`src/hw/tlx_pkg.sv`:
```
package tlx_pkg;

    // Instruction word fields, bit 31 of the word is field bit 0
    localparam int          TLX_OPC_HI       = 31;
    localparam int          TLX_OPC_LO       = 26;
    localparam int          TLX_F6_HI        = 25;
    localparam int          TLX_F6_LO        = 21;
    localparam int          TLX_F11_HI       = 20;
    localparam int          TLX_F11_LO       = 16;
    localparam int          TLX_F16_HI       = 15;
    localparam int          TLX_F16_LO       = 11;
    localparam int          TLX_XO_HI        = 10;
    localparam int          TLX_XO_LO        = 1;
    localparam int          TLX_RC_BIT       = 0;
    localparam int          TLX_IMM_W        = 16;

    // Opcodes
    localparam logic [5:0]  TLX_OPC_EXT      = 6'h1f;
    localparam logic [5:0]  TLX_OPC_TRAP_IMM = 6'h03;
    localparam logic [9:0]  TLX_XO_LOAD_ITLB = 10'h3f2;
    localparam logic [9:0]  TLX_XO_SYNC      = 10'h236;
    localparam logic [9:0]  TLX_XO_TRAP_REG  = 10'h004;
    localparam logic [9:0]  TLX_XO_XOR       = 10'h13c;

    // Condition mask positions (mask field MSB is mask bit 0)
    localparam int          TLX_TO_LT        = 4;
    localparam int          TLX_TO_GT        = 3;
    localparam int          TLX_TO_EQ        = 2;
    localparam int          TLX_TO_LTU       = 1;
    localparam int          TLX_TO_GTU       = 0;

    // Translation entry geometry
    localparam int          TLX_ITLB_IDX_W   = 5;
    localparam int          TLX_PAGE_BITS    = 12;
    localparam int          TLX_OUTST_W      = 4;

    // APB register byte offsets
    localparam logic [7:0]  TLX_REG_STATUS   = 8'h00;
    localparam logic [7:0]  TLX_REG_MASK     = 8'h04;
    localparam logic [7:0]  TLX_REG_MISS_ADR = 8'h08;
    localparam logic [7:0]  TLX_REG_MISS_CMP = 8'h0c;
    localparam logic [7:0]  TLX_REG_REAL_PG  = 8'h10;
    localparam logic [7:0]  TLX_REG_SYNC     = 8'h14;

    // Status and mask bit positions
    localparam int          TLX_EV_TRAP      = 0;
    localparam int          TLX_EV_PRIV      = 1;
    localparam int          TLX_EV_ILLEGAL   = 2;
    localparam int          TLX_EV_MISS      = 3;
    localparam int          TLX_EV_SYNC      = 4;
    localparam int          TLX_EV_W         = 5;
    localparam logic [4:0]  TLX_MASK_RST     = 5'h00;

    typedef enum logic [0:0] {
        TLX_EX_IDLE,
        TLX_EX_SYNC
    } tlx_exec_state_t;

    typedef struct packed {
        logic                      we;
        logic [TLX_ITLB_IDX_W-1:0] idx;
        logic [31:0]               hi;
        logic [31:0]               lo;
    } tlx_tlb_wr_t;

    typedef struct packed {
        logic        we;
        logic [4:0]  idx;
        logic [31:0] data;
    } tlx_gpr_wr_t;

    // Condition field 0: less, greater, zero, summary overflow
    typedef struct packed {
        logic we;
        logic less_flag;
        logic greater_flag;
        logic zero_flag;
        logic so;
    } tlx_cr0_t;

    typedef struct packed {
        tlx_exec_state_t        mode;
        logic [TLX_OUTST_W-1:0] outstanding;
        logic                   ack_s1;
        logic                   ack_s2;
        logic                   ack_s3;
        logic [31:0]            instr_miss_address;
        logic [31:0]            instr_miss_compare;
        logic [31:0]            real_page_address;
        logic [TLX_EV_W-1:0]    status;
        logic [TLX_EV_W-1:0]    mask;
        logic [31:0]            prdata;
        logic                   pslverr;
        tlx_tlb_wr_t            tlb_wr;
        tlx_gpr_wr_t            gpr_wr;
        tlx_cr0_t               cr0;
        logic                   trap;
        logic                   priv_exc;
        logic                   illegal;
        logic                   sync_done;
    } tlx_state_t;

endpackage

```
`src/hw/tlx_execute.sv`:
```
// Behaviour
// - Instruction translation load picks its entry from the second operand register value.
// - Translation load writes miss-compare register into the entry upper word.
// - Translation load writes real page merged with miss address into lower word.
// - Instruction miss captures effective address and first page-table word.
// - Translation load leaves exception register alone; record bit set is invalid.
// - Translation load is privileged and refused in user state.
// - Translation sync waits until all earlier invalidates completed on other processors, while no more than 15 are in flight.
// - Translation sync is privileged, leaves exception register, record bit invalid.
// - Register trap compares operands, masks outcomes, traps when result nonzero.
// - Mask bits select signed lt, gt, equal, unsigned lt, unsigned gt.
// - Immediate trap compares with sign-extended 16-bit immediate, same masked decision.
// - Trap operations never touch exception register or condition field 0.
// - Register XOR writes source XOR second operand into target register.
// - XOR never alters exception register; record bit updates field 0 flags.
`timescale 1ns/1ps
`default_nettype none

module tlx_execute
    import tlx_pkg::*;
(
    input  wire logic                 pclk,
    input  wire logic                 presetn,
    input  wire logic                 psel,
    input  wire logic                 penable,
    input  wire logic                 pwrite,
    input  wire logic [7:0]           paddr,
    input  wire logic [31:0]          pwdata,
    output logic      [31:0]          prdata,
    output logic                      pready,
    output logic                      pslverr,
    input  wire logic                 issue_valid,
    input  wire logic [31:0]          issue_instr,
    output logic                      issue_ready,
    input  wire logic                 priv_mode,
    input  wire logic                 xer_so,
    output logic      [4:0]           src_sel,
    output logic      [4:0]           first_sel,
    output logic      [4:0]           second_sel,
    input  wire logic [31:0]          src_val,
    input  wire logic [31:0]          first_val,
    input  wire logic [31:0]          second_val,
    input  wire logic                 instr_miss_address_valid,
    input  wire logic [31:0]          instr_miss_address_ea,
    input  wire logic [31:0]          instr_miss_address_pte_word,
    input  wire logic                 inval_issued,
    input  wire logic                 remote_inval_ack,
    output logic                      sync_req,
    output tlx_tlb_wr_t               tlb_wr,
    output tlx_gpr_wr_t               gpr_wr,
    output tlx_cr0_t                  cr0,
    output logic                      trap,
    output logic                      priv_exc,
    output logic                      illegal,
    output logic                      sync_done,
    output logic                      irq
);

    tlx_state_t st;
    tlx_state_t next_st;

    // Instruction fields
    logic [5:0]  opc;
    logic [9:0]  xo;
    logic        rc;
    logic [4:0]  to_mask;
    logic [31:0] simm;
    logic        fire;
    logic        is_ext;
    logic        is_load;
    logic        is_sync;
    logic        is_trap_reg;
    logic        is_trap_imm;
    logic        is_xor;

    assign opc         = issue_instr[TLX_OPC_HI:TLX_OPC_LO];
    assign xo          = issue_instr[TLX_XO_HI:TLX_XO_LO];
    assign rc          = issue_instr[TLX_RC_BIT];
    assign to_mask     = issue_instr[TLX_F6_HI:TLX_F6_LO];
    assign simm        = {{(32-TLX_IMM_W){issue_instr[TLX_IMM_W-1]}}, issue_instr[TLX_IMM_W-1:0]};
    assign src_sel     = issue_instr[TLX_F6_HI:TLX_F6_LO];
    assign first_sel   = issue_instr[TLX_F11_HI:TLX_F11_LO];
    assign second_sel  = issue_instr[TLX_F16_HI:TLX_F16_LO];
    assign issue_ready = (st.mode == TLX_EX_IDLE);
    assign fire        = issue_valid && issue_ready;
    assign is_ext      = (opc == TLX_OPC_EXT);
    assign is_load     = is_ext && (xo == TLX_XO_LOAD_ITLB);
    assign is_sync     = is_ext && (xo == TLX_XO_SYNC);
    assign is_trap_reg = is_ext && (xo == TLX_XO_TRAP_REG);
    assign is_trap_imm = (opc == TLX_OPC_TRAP_IMM);
    assign is_xor      = is_ext && (xo == TLX_XO_XOR);

    // Outcome vector laid out to match the mask field
    function automatic logic [4:0] tlx_compare(input logic [31:0] a, input logic [31:0] b);
        logic [4:0] r;
        r             = 5'h00;
        r[TLX_TO_LT]  = $signed(a) < $signed(b);
        r[TLX_TO_GT]  = $signed(a) > $signed(b);
        r[TLX_TO_EQ]  = (a == b);
        r[TLX_TO_LTU] = a < b;
        r[TLX_TO_GTU] = a > b;
        return r;
    endfunction

    logic [31:0] xor_res;
    logic        ack_evt;
    logic        apb_wr;
    logic        apb_setup;
    logic [4:0]  w1c;
    logic [4:0]  events;

    assign xor_res   = src_val ^ second_val;
    assign ack_evt   = st.ack_s2 ^ st.ack_s3;
    assign apb_wr    = psel && penable && pwrite;
    assign apb_setup = psel && !penable;

    // Next-state logic for the whole block
    always_comb begin
        next_st = st;
        next_st.tlb_wr.we = 1'b0;
        next_st.gpr_wr.we = 1'b0;
        next_st.cr0.we    = 1'b0;
        next_st.trap      = 1'b0;
        next_st.priv_exc  = 1'b0;
        next_st.illegal   = 1'b0;
        next_st.sync_done = 1'b0;
        w1c               = 5'h00;

        // Remote ack toggles once per completed invalidate; a difference between the second and third stages marks one
        next_st.ack_s1 = remote_inval_ack;
        next_st.ack_s2 = st.ack_s1;
        next_st.ack_s3 = st.ack_s2;

        // Invalidates still in flight on other processors, saturating both ways
        if (inval_issued && !ack_evt) begin
            if (st.outstanding != '1) begin
                next_st.outstanding = st.outstanding + 1'b1;
            end
        end else if (!inval_issued && ack_evt) begin
            if (st.outstanding != '0) begin
                next_st.outstanding = st.outstanding - 1'b1;
            end
        end

        // Execute; privilege check before anything else takes effect
        if (fire) begin
            if ((is_load || is_sync) && !priv_mode) begin
                next_st.priv_exc = 1'b1;
            end else if ((is_load || is_sync) && rc) begin
                next_st.illegal = 1'b1;
            end else if (is_load) begin
                // Exception register untouched: no path to it exists here
                next_st.tlb_wr.we  = 1'b1;
                next_st.tlb_wr.idx = second_val[TLX_ITLB_IDX_W-1:0];
                next_st.tlb_wr.hi  = st.instr_miss_compare;
                next_st.tlb_wr.lo  = {st.real_page_address[31:TLX_PAGE_BITS],
                                      st.instr_miss_address[TLX_PAGE_BITS-1:0]};
            end else if (is_sync) begin
                next_st.mode = TLX_EX_SYNC;
            end else if (is_trap_reg) begin
                // No register or condition write on either trap path
                next_st.trap = |(to_mask & tlx_compare(first_val, second_val));
            end else if (is_trap_imm) begin
                next_st.trap = |(to_mask & tlx_compare(first_val, simm));
            end else if (is_xor) begin
                next_st.gpr_wr.we   = 1'b1;
                next_st.gpr_wr.idx  = first_sel;
                next_st.gpr_wr.data = xor_res;
                if (rc) begin
                    next_st.cr0.we           = 1'b1;
                    next_st.cr0.less_flag    = xor_res[31];
                    next_st.cr0.greater_flag = !xor_res[31] && (xor_res != '0);
                    next_st.cr0.zero_flag    = (xor_res == '0);
                    next_st.cr0.so           = xer_so;
                end
            end
        end

        // Sync holds the issue port until nothing is left in flight
        if (st.mode == TLX_EX_SYNC && st.outstanding == '0) begin
            next_st.mode      = TLX_EX_IDLE;
            next_st.sync_done = 1'b1;
        end

        // Software writes; a miss capture in the same cycle wins
        if (apb_wr) begin
            unique case (paddr)
                TLX_REG_STATUS:   w1c = pwdata[TLX_EV_W-1:0];
                TLX_REG_MASK:     next_st.mask = pwdata[TLX_EV_W-1:0];
                TLX_REG_MISS_ADR: next_st.instr_miss_address = pwdata;
                TLX_REG_MISS_CMP: next_st.instr_miss_compare = pwdata;
                TLX_REG_REAL_PG:  next_st.real_page_address = pwdata;
                default:          ;
            endcase
        end
        if (instr_miss_address_valid) begin
            next_st.instr_miss_address = instr_miss_address_ea;
            next_st.instr_miss_compare = instr_miss_address_pte_word;
        end

        // Sticky events; a new event beats a clear in the same cycle
        events                  = 5'h00;
        events[TLX_EV_TRAP]     = next_st.trap;
        events[TLX_EV_PRIV]     = next_st.priv_exc;
        events[TLX_EV_ILLEGAL]  = next_st.illegal;
        events[TLX_EV_MISS]     = instr_miss_address_valid;
        events[TLX_EV_SYNC]     = next_st.sync_done;
        next_st.status          = (st.status & ~w1c) | events;

        // Read data latched in setup so the access phase needs no wait state
        if (apb_setup) begin
            next_st.pslverr = 1'b0;
            unique case (paddr)
                TLX_REG_STATUS:   next_st.prdata = {27'h0, st.status};
                TLX_REG_MASK:     next_st.prdata = {27'h0, st.mask};
                TLX_REG_MISS_ADR: next_st.prdata = st.instr_miss_address;
                TLX_REG_MISS_CMP: next_st.prdata = st.instr_miss_compare;
                TLX_REG_REAL_PG:  next_st.prdata = st.real_page_address;
                TLX_REG_SYNC:     next_st.prdata = {26'h0, st.mode == TLX_EX_SYNC, 1'b0, st.outstanding};
                default: begin
                    next_st.prdata  = 32'h0;
                    next_st.pslverr = 1'b1;
                end
            endcase
        end
    end

    // State register
    always_ff @(posedge pclk or negedge presetn) begin
        if (!presetn) begin
            st      <= '0;
            st.mode <= TLX_EX_IDLE;
            st.mask <= TLX_MASK_RST;
        end else begin
            st <= next_st;
        end
    end

    // Outputs
    assign prdata    = st.prdata;
    assign pready    = 1'b1;
    assign pslverr   = st.pslverr && psel && penable;
    assign sync_req  = (st.mode == TLX_EX_SYNC);
    assign tlb_wr    = st.tlb_wr;
    assign gpr_wr    = st.gpr_wr;
    assign cr0       = st.cr0;
    assign trap      = st.trap;
    assign priv_exc  = st.priv_exc;
    assign illegal   = st.illegal;
    assign sync_done = st.sync_done;
    assign irq       = |(st.status & st.mask);
endmodule

`default_nettype wire

```
`config.mk`:
```
export PLATFORM = sky130hd
export DESIGN_NAME = tlx_execute
export DESIGN_NICKNAME = d
export VERILOG_FILES = /design/src/hw/tlx_pkg.sv /design/src/hw/tlx_execute.sv
export SDC_FILE = /design/constraint.sdc
export NUM_CORES = 1
export LEC_CHECK = 0
export ABC_AREA = 0
export BUFFER_PORTS_ARGS = -buffer_cell sky130_fd_sc_hd__buf_4
export CAP_MARGIN = 40
export CORE_AREA = 2 2 157 197
export DETAILED_ROUTE_END_ITERATION = 16
export DIE_AREA = 0 0 159 199
export PLACE_DENSITY = 0.76
export SLEW_MARGIN = 10
export SYNTH_ARGS = -nofsm -noshare
export SYNTH_HDL_FRONTEND = slang
export SYNTH_SLANG_ARGS = --single-unit
```
`constraint.sdc`:
```
create_clock -name pclk -period 2.7 [get_ports pclk]
set_clock_uncertainty 0.15 [all_clocks]
set_input_delay 0 -clock pclk [delete_from_list [all_inputs] [get_ports pclk]]
set_output_delay 0 -clock pclk [all_outputs]
set_load 0.01 [all_outputs]
```
==> results.yml, run 1 <==
outcome:
  status: "complete, no violations"
logic_synthesis:
  ys.flop_type: "dfrtp_1"
  ys_types: 68
  yosysTopAreaCell: "dfrtp_1"
  synth-seq-cells: 264
  syn_nets: 1690
  ys_warn_count: 0
  synthTopCellsByCount: "dfrtp_1 (264), buf_4 (170), nand2_1 (145)"
  synth_top_area_share_pct: 45.0
  async_reset_ff_share_pct: 100
  synth.most_common_cell: "dfrtp_1"
  synthesis.area_per_instance_sq_um: 10.6
  synthTopCellsByArea: "dfrtp_1 (45%), buf_4 (8.7%), mux2_2 (7.3%), ha_1 (5.7%), mux2i_1 (4.6%)"
  synth-edff-count: 0
  ys_seq_area_share_pct: 45.0
  netlist_area_sq_um: 14700
  synthCells: 1379
sta:
  fmax_mhz: 382
  slew_violations: 0
  fin_crit_ps: 2620
  final-hold-violation-count: 0
  worst_pin_slew_ps: 717
  whs_ps: 35.1
  setup_viol: 0
  rsz0062_at_grt: "yes"
  relSlewSlack_pct: 51.0
  min_period_over_period_pct: 96.9
run:
  drv_cap: 0
detailed_routing:
  drtPass1Iterations: 6
  ant_nets: 0
  drc_errors: 0
  drt-initial-drc-count: 1050
  wl_per_cell_microns: 22.5
  wl_met3_microns: 4470
  wl_met1_microns: 17800
  dr_wl_met2_microns: 26900
  top_layer: "met5"
  via_count: 13461
  vias_per_cell: 5.71
  routed_wl_microns: 52900
clocking:
  clock-sinks: 264
  cts_buffer_depth: 3
  cts.clk_slew.worst_paths_ps: 70
  cts_tree: "built"
  cts_root_buffer: "clkbuf_16"
  cts_setup_buffers: 0
  htreeDepth: 1
  cts_buffers: 27
  clock_latency_ps: 550
die:
  dieArea_sq_um: 31600
  core-area_sq_um: 29800
  die_h_microns: 199
  initial_utilization_pct: 49.2
  die_x_microns: 159
  ios: 412
  fp-row-count: 71
critical_path:
  critical_path.max_fanout: 4
  startpoint_type: "input pin"
  crit_path_start: "issue_instr[3]"
  r2r_setup_slack_ps: 130
  setup.worst_path.end: "st[155]$_DFF_PN0_"
  cp_data_required_time_ps: 2970
  cp_data_arrival_time_ps: 2890
  worstSetupEndpointType: "flop"
  r2r-end: "cr0[2]$_DFFE_PN0P_"
  critPathKind: "input pin to flop"
  rr_startpoint: "sync_req$_DFFE_PN0P_"
  worst_r2r_path_depth: 8
place:
  placed_area_sq_um: 17100
  dp_hpwl_microns: 33000
  gp_congestion: 0.911
  port_buffers: 410
pwr:
  finalPower_w: 0.00988
  p_leak_nw: 10.2
  ir_worst_vdd_v: 0.000463
  power_density_nw_per_um2: 467
global_routing:
  antenna_found_initial: 3
  grt_max_degree: 101
  grt_pass1_wl_microns: 80800
  grtUsageTotal_pct: 32.7
  gr-total-overflow: 0
  grt_pass1_vias: 14536
finish:
  n_fill_cell: 1923
  final_area_sq_um: 21200
  drive_above_1_share_pct: 32.0
  nets: 2244
  area_growth_pct: 44.1
min_path:
  hold_path.class: "input pin to flop"
==> cell usage in the layout, fill, tap and decap left out, drive strengths merged, types with 36 or more instances in the layout <==
master,synthesis,layout
clkbuf,29,36
nand2,145,145
mux2i,68,68
dlygate4sd3,0,308
buf,192,438
mux2,130,130
nor2,47,47
inv,52,54
ha,67,67
o21ai,116,116
dfrtp,264,264
==> state kept, by name (all words and copies together) (netlist names) <==
register and count:
gpr_wr 38, trap 1, prdata 32, tlb_wr 70, sync_req 1, sync_done 1
priv_exc 1, cr0 5, st 112, illegal 1, next_st 2
==> metrics by stage <==
stage	setup WS, ps	utilization (%)	std cells	setup TNS, ps
floorplan	519	-	1379	0
global placement	314	57.3	1996	0
detailed placement	278	57.3	1996	0
CTS	51.5	70.8	2353	0
global route	-50.2	70.9	2354	-50.2
finish	83.0	70.9	2356	0
==> worst min path at each step <==
stage                             endpoint  cells after the start       startpoint  slack [ps]
floorplan               cr0[0]$_DFFE_PN0P_                      0          presetn        -450
global placement    tlb_wr[40]$_DFFE_PN0P_                      1          presetn        -200
detailed placement  tlb_wr[38]$_DFFE_PN0P_                      1          presetn        -200
CTS                 gpr_wr[36]$_DFFE_PN0P_                      6   issue_instr[2]          10
global route                 second_sel[2]                      2  issue_instr[13]          50
finish              gpr_wr[24]$_DFFE_PN0P_                      6   issue_instr[2]          40
==> logic make-up (layout without fill, tap and decap cells) <==
group	Yosys count	after routing	synth area share [%]
xor gates and xnor gates	38	38	2.27
other	1	4	0.0255
AOI/OAI and AO/OA	257	257	10.6
DFF	264	264	45.0
adders and majority gates	68	68	5.85
muxes	198	198	15.4
buffers and inverters	273	846	11.8
and+or+nand+nor	280	280	9.02
==> critical path: stages <==
cell and delay (ps):
dlygate4sd3_1 530, buf_4 110, or3b_2 510, nor2_1 160, nand4_1 270, a41oi_1 300
o2111ai_1 140, dlygate4sd3_1 580, mux2i_1 190, o31ai_1 90
==> area by class of cell <==
cell class / instances / area, sq um / area share, %
sequential: 264 / 6610 / 31.2
timing repair buffer: 746 / 6540 / 30.9
multi-input combinational: 842 / 6380 / 30.1
clock buffer: 36 / 779 / 3.68
tap: 401 / 502 / 2.37
inverter: 52 / 195 / 0.922
clock inverter: 12 / 154 / 0.727
antenna: 3 / 7.51 / 0.0355
==> layer usage <==
layer	GRT usage [%]	vias to the layer above
li1	-	5810
met1	34.8	6515
met2	58.9	877
met3	7.07	257
met4	21.3	2
met5	0	-
==> where the power goes <==
part           switching, W  internal (W)  leakage, nW
Combinational      0.000777      0.000917         6.25
Clock               0.00162       0.00232        0.458
Sequential         0.000151       0.00409         3.54
==> timing repair <==
action	CTS	global route
endpoints found under the setup margin	0	23
endpoints found under the hold margin	439	0
resized for setup	0	3
hold buffers	309	0
Power figures use the tool's default switching activity.
==> inputs of run 2 (changes only) <==
- GPL_TIMING_DRIVEN: not set -> 0
==> run 2 against run 1 <==
Against the previous run:
- setup slack lost 33 ps
- via count grew 2.9%
- highest routed layer unchanged
- flip-flop and latch count is the same
- critical endpoint is now trap$_DFF_PN0_
- count of clock-buffer cells in the layout grew 2
- critical path depth is the same
- sequential power is essentially flat
- total power shrank 1.4%
- final cell count grew 6.4%
- wire length grew 3.1%
- design area grew 3.6%
==> results.yml, run 2 (synthesis results as in run 1) <==
finish:
  max_flop_register: "st"
  nets: 2399
  drive_above_1_share_pct: 36.9
  largest_reg_flops: 112
  final_common_cell: "buf_4"
  area_growth_pct: 49.3
  utilization_pct: 73.4
  layout.cells.non_filler: 2507
  most-common-layout-cells: "buf_4 (578), dlygate4sd3_1 (268), dfrtp_1 (264)"
  n_fill_cell: 1963
clocking:
  cts_buffers: 27
  cts_buffer_depth: 3
  clock_latency_ps: 530
  htreeDepth: 1
  clock-sinks: 264
  cts_root_buffer: "clkbuf_16"
  cts_tree: "built"
  cts_setup_buffers: 0
  cts.clk_slew.worst_paths_ps: 70
sta:
  relSlewSlack_pct: 45.3
  final-hold-violation-count: 0
  rsz0062_at_grt: "no"
  fin_crit_ps: 2650
  min_period_over_period_pct: 98.2
  worst_pin_slew_ps: 816
  fmax_mhz: 377
  slew_violations: 0
  setup_viol: 0
  timing.final.ws_setup_ps: 49.8
outcome:
  status: "complete, no violations"
detailed_routing:
  routed_wl_microns: 54600
  ant_nets: 0
  via_count: 13854
  wl_per_cell_microns: 21.8
  drc_errors: 0
  drt-initial-drc-count: 904
  drtPass1Iterations: 8
  vias_per_cell: 5.53
place:
  dp_slack_ps: -415
  port_buffers: 409
  dp_hpwl_microns: 37500
  placedCellCount: 2192
  gp_congestion: 0.900
critical_path:
  r2r_setup_slack_ps: 150
  cp_data_arrival_time_ps: 2900
  cp_data_required_time_ps: 2950
  worstSetupEndpointType: "flop"
  critPathKind: "input pin to flop"
  critical_path.max_fanout: 3
  startpoint_type: "input pin"
die:
  dieArea_sq_um: 31600
  ios: 412
  die_h_microns: 199
  core-area_sq_um: 29800
  fp-row-count: 71
  initial_utilization_pct: 49.2
  die_x_microns: 159
global_routing:
  grt_pass1_vias: 14748
  grt_max_degree: 109
  grtUsageTotal_pct: 33.5
  antenna_found_initial: 2
  gr-total-overflow: 0
  grt_pass1_wl_microns: 82600
pwr:
  power_density_nw_per_um2: 444
  finalPower_w: 0.00974
  p_leak_nw: 11.0
  ir_worst_vdd_v: 0.000495
run:
  drv_cap: 0
min_path:
  hold_path.class: "input pin to flop"
==> run 2: changes by cell type in the layout (fill, tap and decap cells not counted), sizes merged <==
| cell | before | now |
|---|---|---|
| buf | 438 | 604 |
| dlygate4sd3 | 308 | 268 |
| clkbuf | 36 | 67 |
| clkinv | 5 | 3 |
| diode | 3 | 1 |
| clkinvlp | 2 | 1 |
| inv | 54 | 53 |
==> run 2: final timing paths <==
kind                                             start                     end  cells past startpoint
worst min-delay path                    issue_instr[6]  gpr_wr[36]$_DFFE_PN0P_                      6
worst max-delay path                     second_val[3]          trap$_DFF_PN0_                     10
worst min register to register  next_st[257]$_DFF_PN0_  next_st[256]$_DFF_PN0_                      0
max in group asynchronous                      presetn   gpr_wr[7]$_DFFE_PN0P_                      5
worst max register to register    sync_req$_DFFE_PN0P_  tlb_wr[13]$_DFFE_PN0P_                      5
min in group asynchronous                      presetn     st[200]$_DFFE_PN0P_                      4
==> run 2: worst max-delay path, stage by stage <==
cell           delay (ps)
dlygate4sd3_1         560
buf_4                 150
inv_1                 130
ha_1                  280
a21oi_1               150
a21boi_0               90
o31a_1                310
a2111oi_1             680
mux2i_1               220
nor3_1                320
==> run 2: cell type report <==
| class | instances | area [sq um] | area share [%] |
|---|---|---|---|
| diodes | 1 | 2.50 | 0.0114 |
| plain buffers | 220 | 1540 | 7.02 |
| clock buffers | 38 | 757 | 3.45 |
| clock inverters | 8 | 121 | 0.554 |
| inverters | 52 | 195 | 0.890 |
| multi-input cells | 842 | 6340 | 28.9 |
| flip-flops and latches | 264 | 6610 | 30.1 |
| well taps | 401 | 502 | 2.29 |
| repair buffers | 681 | 5850 | 26.7 |
==> run 2: layer usage <==
layer / vias up / track usage, % / part of all wire, %
met5: - / 0 / 0.024
met4: 2 / 19.3 / 5.8
met3: 208 / 6.92 / 7.9
met2: 785 / 61.3 / 51
met1: 6760 / 36.2 / 35
li1: 6099 / - / -
==> run 2: per-stage QoR <==
| step | cell area, sq um | hold slack (ps) | TNS [ps] |
|---|---|---|---|
| 2_1_floorplan | 14700 | -446 | 0 |
| 3_3_place_gp | 18300 | -38.8 | -197710 |
| 3_5_place_dp | 18300 | -173 | -6780 |
| 4_1_cts | 21900 | 31.4 | 0 |
| 5_1_grt | 21900 | 54.1 | 0 |
| 6_report | 21900 | 32.8 | 0 |
==> run 2: repair_timing <==
| action | 4_1_cts | 5_1_grt |
|---|---|---|
| hold buffers | 269 | 0 |
| hold endpoints to repair | 327 | 0 |
| gates resized for setup | 0 | 1 |
| setup endpoints to repair | 0 | 25 |
==> run 2: report_power, final <==
group	leakage, nW	internal [W]	switching [W]
combinational	7.00	0.000907	0.000770
clock	0.429	0.00223	0.00159
sequential	3.54	0.00409	0.000154
==> inputs of run 3 (changes only) <==
- GPL_TIMING_DRIVEN: 0 -> not set
- PLACE_DENSITY: 0.76 -> not set
- PLACE_DENSITY_LB_ADDON: not set -> 0.25
- SKIP_LAST_GASP: not set -> 1
==> run 3 against run 2 <==
Against the previous run:
- hold slack worse by 8.2 ps
- first-iteration DRC count is 18% lower
- critical path depth is 1 higher
- clock power is 5% lower
- wire length is 9.5% lower
==> results.yml, run 3 (synthesis results as in run 1) <==
critical_path:
  crit_path_start: "paddr[6]"
  critical_path.max_fanout: 6
  worstSetupEndpointType: "flop"
  cp_data_arrival_time_ps: 2880
  cp_data_required_time_ps: 2960
  critPathKind: "input pin to flop"
  rr_startpoint: "sync_req$_DFFE_PN0P_"
  startpoint_type: "input pin"
clocking:
  cts_buffer_depth: 3
  cts_tree: "built"
  htreeDepth: 1
  cts_root_buffer: "clkbuf_16"
  clock-sinks: 264
  cts_buffers: 27
  cts.clk_slew.worst_paths_ps: 60
  clock_latency_ps: 530
sta:
  relSlewSlack_pct: 49.5
  slew_violations: 0
  final-hold-violation-count: 0
  min_period_over_period_pct: 97.1
  rsz0062_at_grt: "no"
  fin_tns_setup_ps: 0
  whs_ps: 24.6
  fmax_mhz: 381
  setup_viol: 0
  fin_crit_ps: 2620
  worst_pin_slew_ps: 757
min_path:
  min_from: "issue_instr[2]"
  hold_path.class: "input pin to flop"
die:
  fp-row-count: 71
  die_x_microns: 159
  core-area_sq_um: 29800
  dieArea_sq_um: 31600
  die_h_microns: 199
  ios: 412
  initial_utilization_pct: 49.2
detailed_routing:
  routed_wl_microns: 49400
  via_count: 12966
  drtPass1Iterations: 5
  drc_errors: 0
  ant_nets: 0
  vias_per_cell: 5.51
  wl_per_cell_microns: 21.0
  drt-initial-drc-count: 739
finish:
  drive_above_1_share_pct: 31.6
  area_growth_pct: 43.4
  final_common_cell: "buf_4"
  layout.cells.non_filler: 2352
  max_flop_register: "st"
  most-common-layout-cells: "buf_4 (427), dlygate4sd3_1 (307), dfrtp_1 (264)"
  nets: 2245
  largest_reg_flops: 112
place:
  dp_hpwl_microns: 32100
  placedCellCount: 1995
  gp_congestion: 0.877
  port_buffers: 410
global_routing:
  grtUsageTotal_pct: 30.3
  gr-total-overflow: 0
  grt_pass1_wl_microns: 75500
  grt_pass1_vias: 13870
  antenna_found_initial: 2
  grt_max_degree: 73
run:
  drv_cap: 0
pwr:
  power_density_nw_per_um2: 452
  p_leak_nw: 10.2
  ir_worst_vdd_v: 0.000411
outcome:
  status: "complete, no violations"
run 3: cell types whose count changed in the layout (fill, tap and decap cells not counted), sizes merged:
cell / before / now
inv: 53 / 52
dlygate4sd3: 268 / 307
clkbuf: 67 / 43
bufinv: 3 / 1
buf: 604 / 438
clkinvlp: 1 / 0
run 3: path summary, 6_finish.rpt:
check	endpoint	slack, ps	cells past startpoint
min in group asynchronous	st[200]$_DFFE_PN0P_	410	3
hold / removal	gpr_wr[33]$_DFFE_PN0P_	20	6
setup / recovery	st[197]$_DFFE_PN0P_	80	11
max in group asynchronous	tlb_wr[51]$_DFFE_PN0P_	1190	4
setup reg to reg	gpr_wr[32]$_DFFE_PN0P_	140	8
hold reg to reg	next_st[256]$_DFF_PN0_	240	0
run 3: metal layers:
layer  wire (microns)  global-route usage (%)  vias to the layer above
li1                 -                       -                     5790
met1            17900                    33.8                     6350
met2            25200                    55.2                      653
met3             3360                    4.90                      171
met4             2950                    17.5                        2
met5               13                       0                        -
run 3: what timing repair did:
item                       4_1_cts  5_1_grt
hold endpoints to repair       435        0
setup endpoints to repair        0        4
hold buffers                   307        0
resized for setup                0        1
buffers inserted                 0        2
run 3: layout make-up:
cell class | instances | area, sq um
diodes | 1 | 2.50
clock buffers | 41 | 788
clock inverters | 4 | 48.8
fillers | 2101 | 8790
inverters | 52 | 195
multi-input cells | 842 | 6370
flip-flops and latches | 264 | 6610
well taps | 401 | 502
repair buffers | 747 | 6540
run 3: where the power goes:
group | switching (W) | internal (W) | leakage (nW)
registers | 0.000146 | 0.00410 | 3.54
logic | 0.000747 | 0.000905 | 6.26
clock network | 0.00154 | 0.00209 | 0.411
run 3: stage by stage:
stage	util [%]	instance area, sq um	worst slack (ps)	power, W
after global routing	70.5	21100	6.62	0.00991
after floorplan	-	14700	519	0.00483
after global placement	57.2	17100	250	0.00547
after detailed placement	57.2	17100	169	0.00550
final	70.6	21100	77.8	0.00952
after CTS	70.3	21000	126	0.00952
run 3: worst max-delay path, stage by stage:
cell and delay (ps):
dlygate4sd3_1 530, buf_4 130, or4_4 460, nor3_4 180
nand2_1 170, nor2_4 150, buf_4 130, buf_4 160
mux2i_1 190, o21ai_0 140, dlygate4sd3_1 640
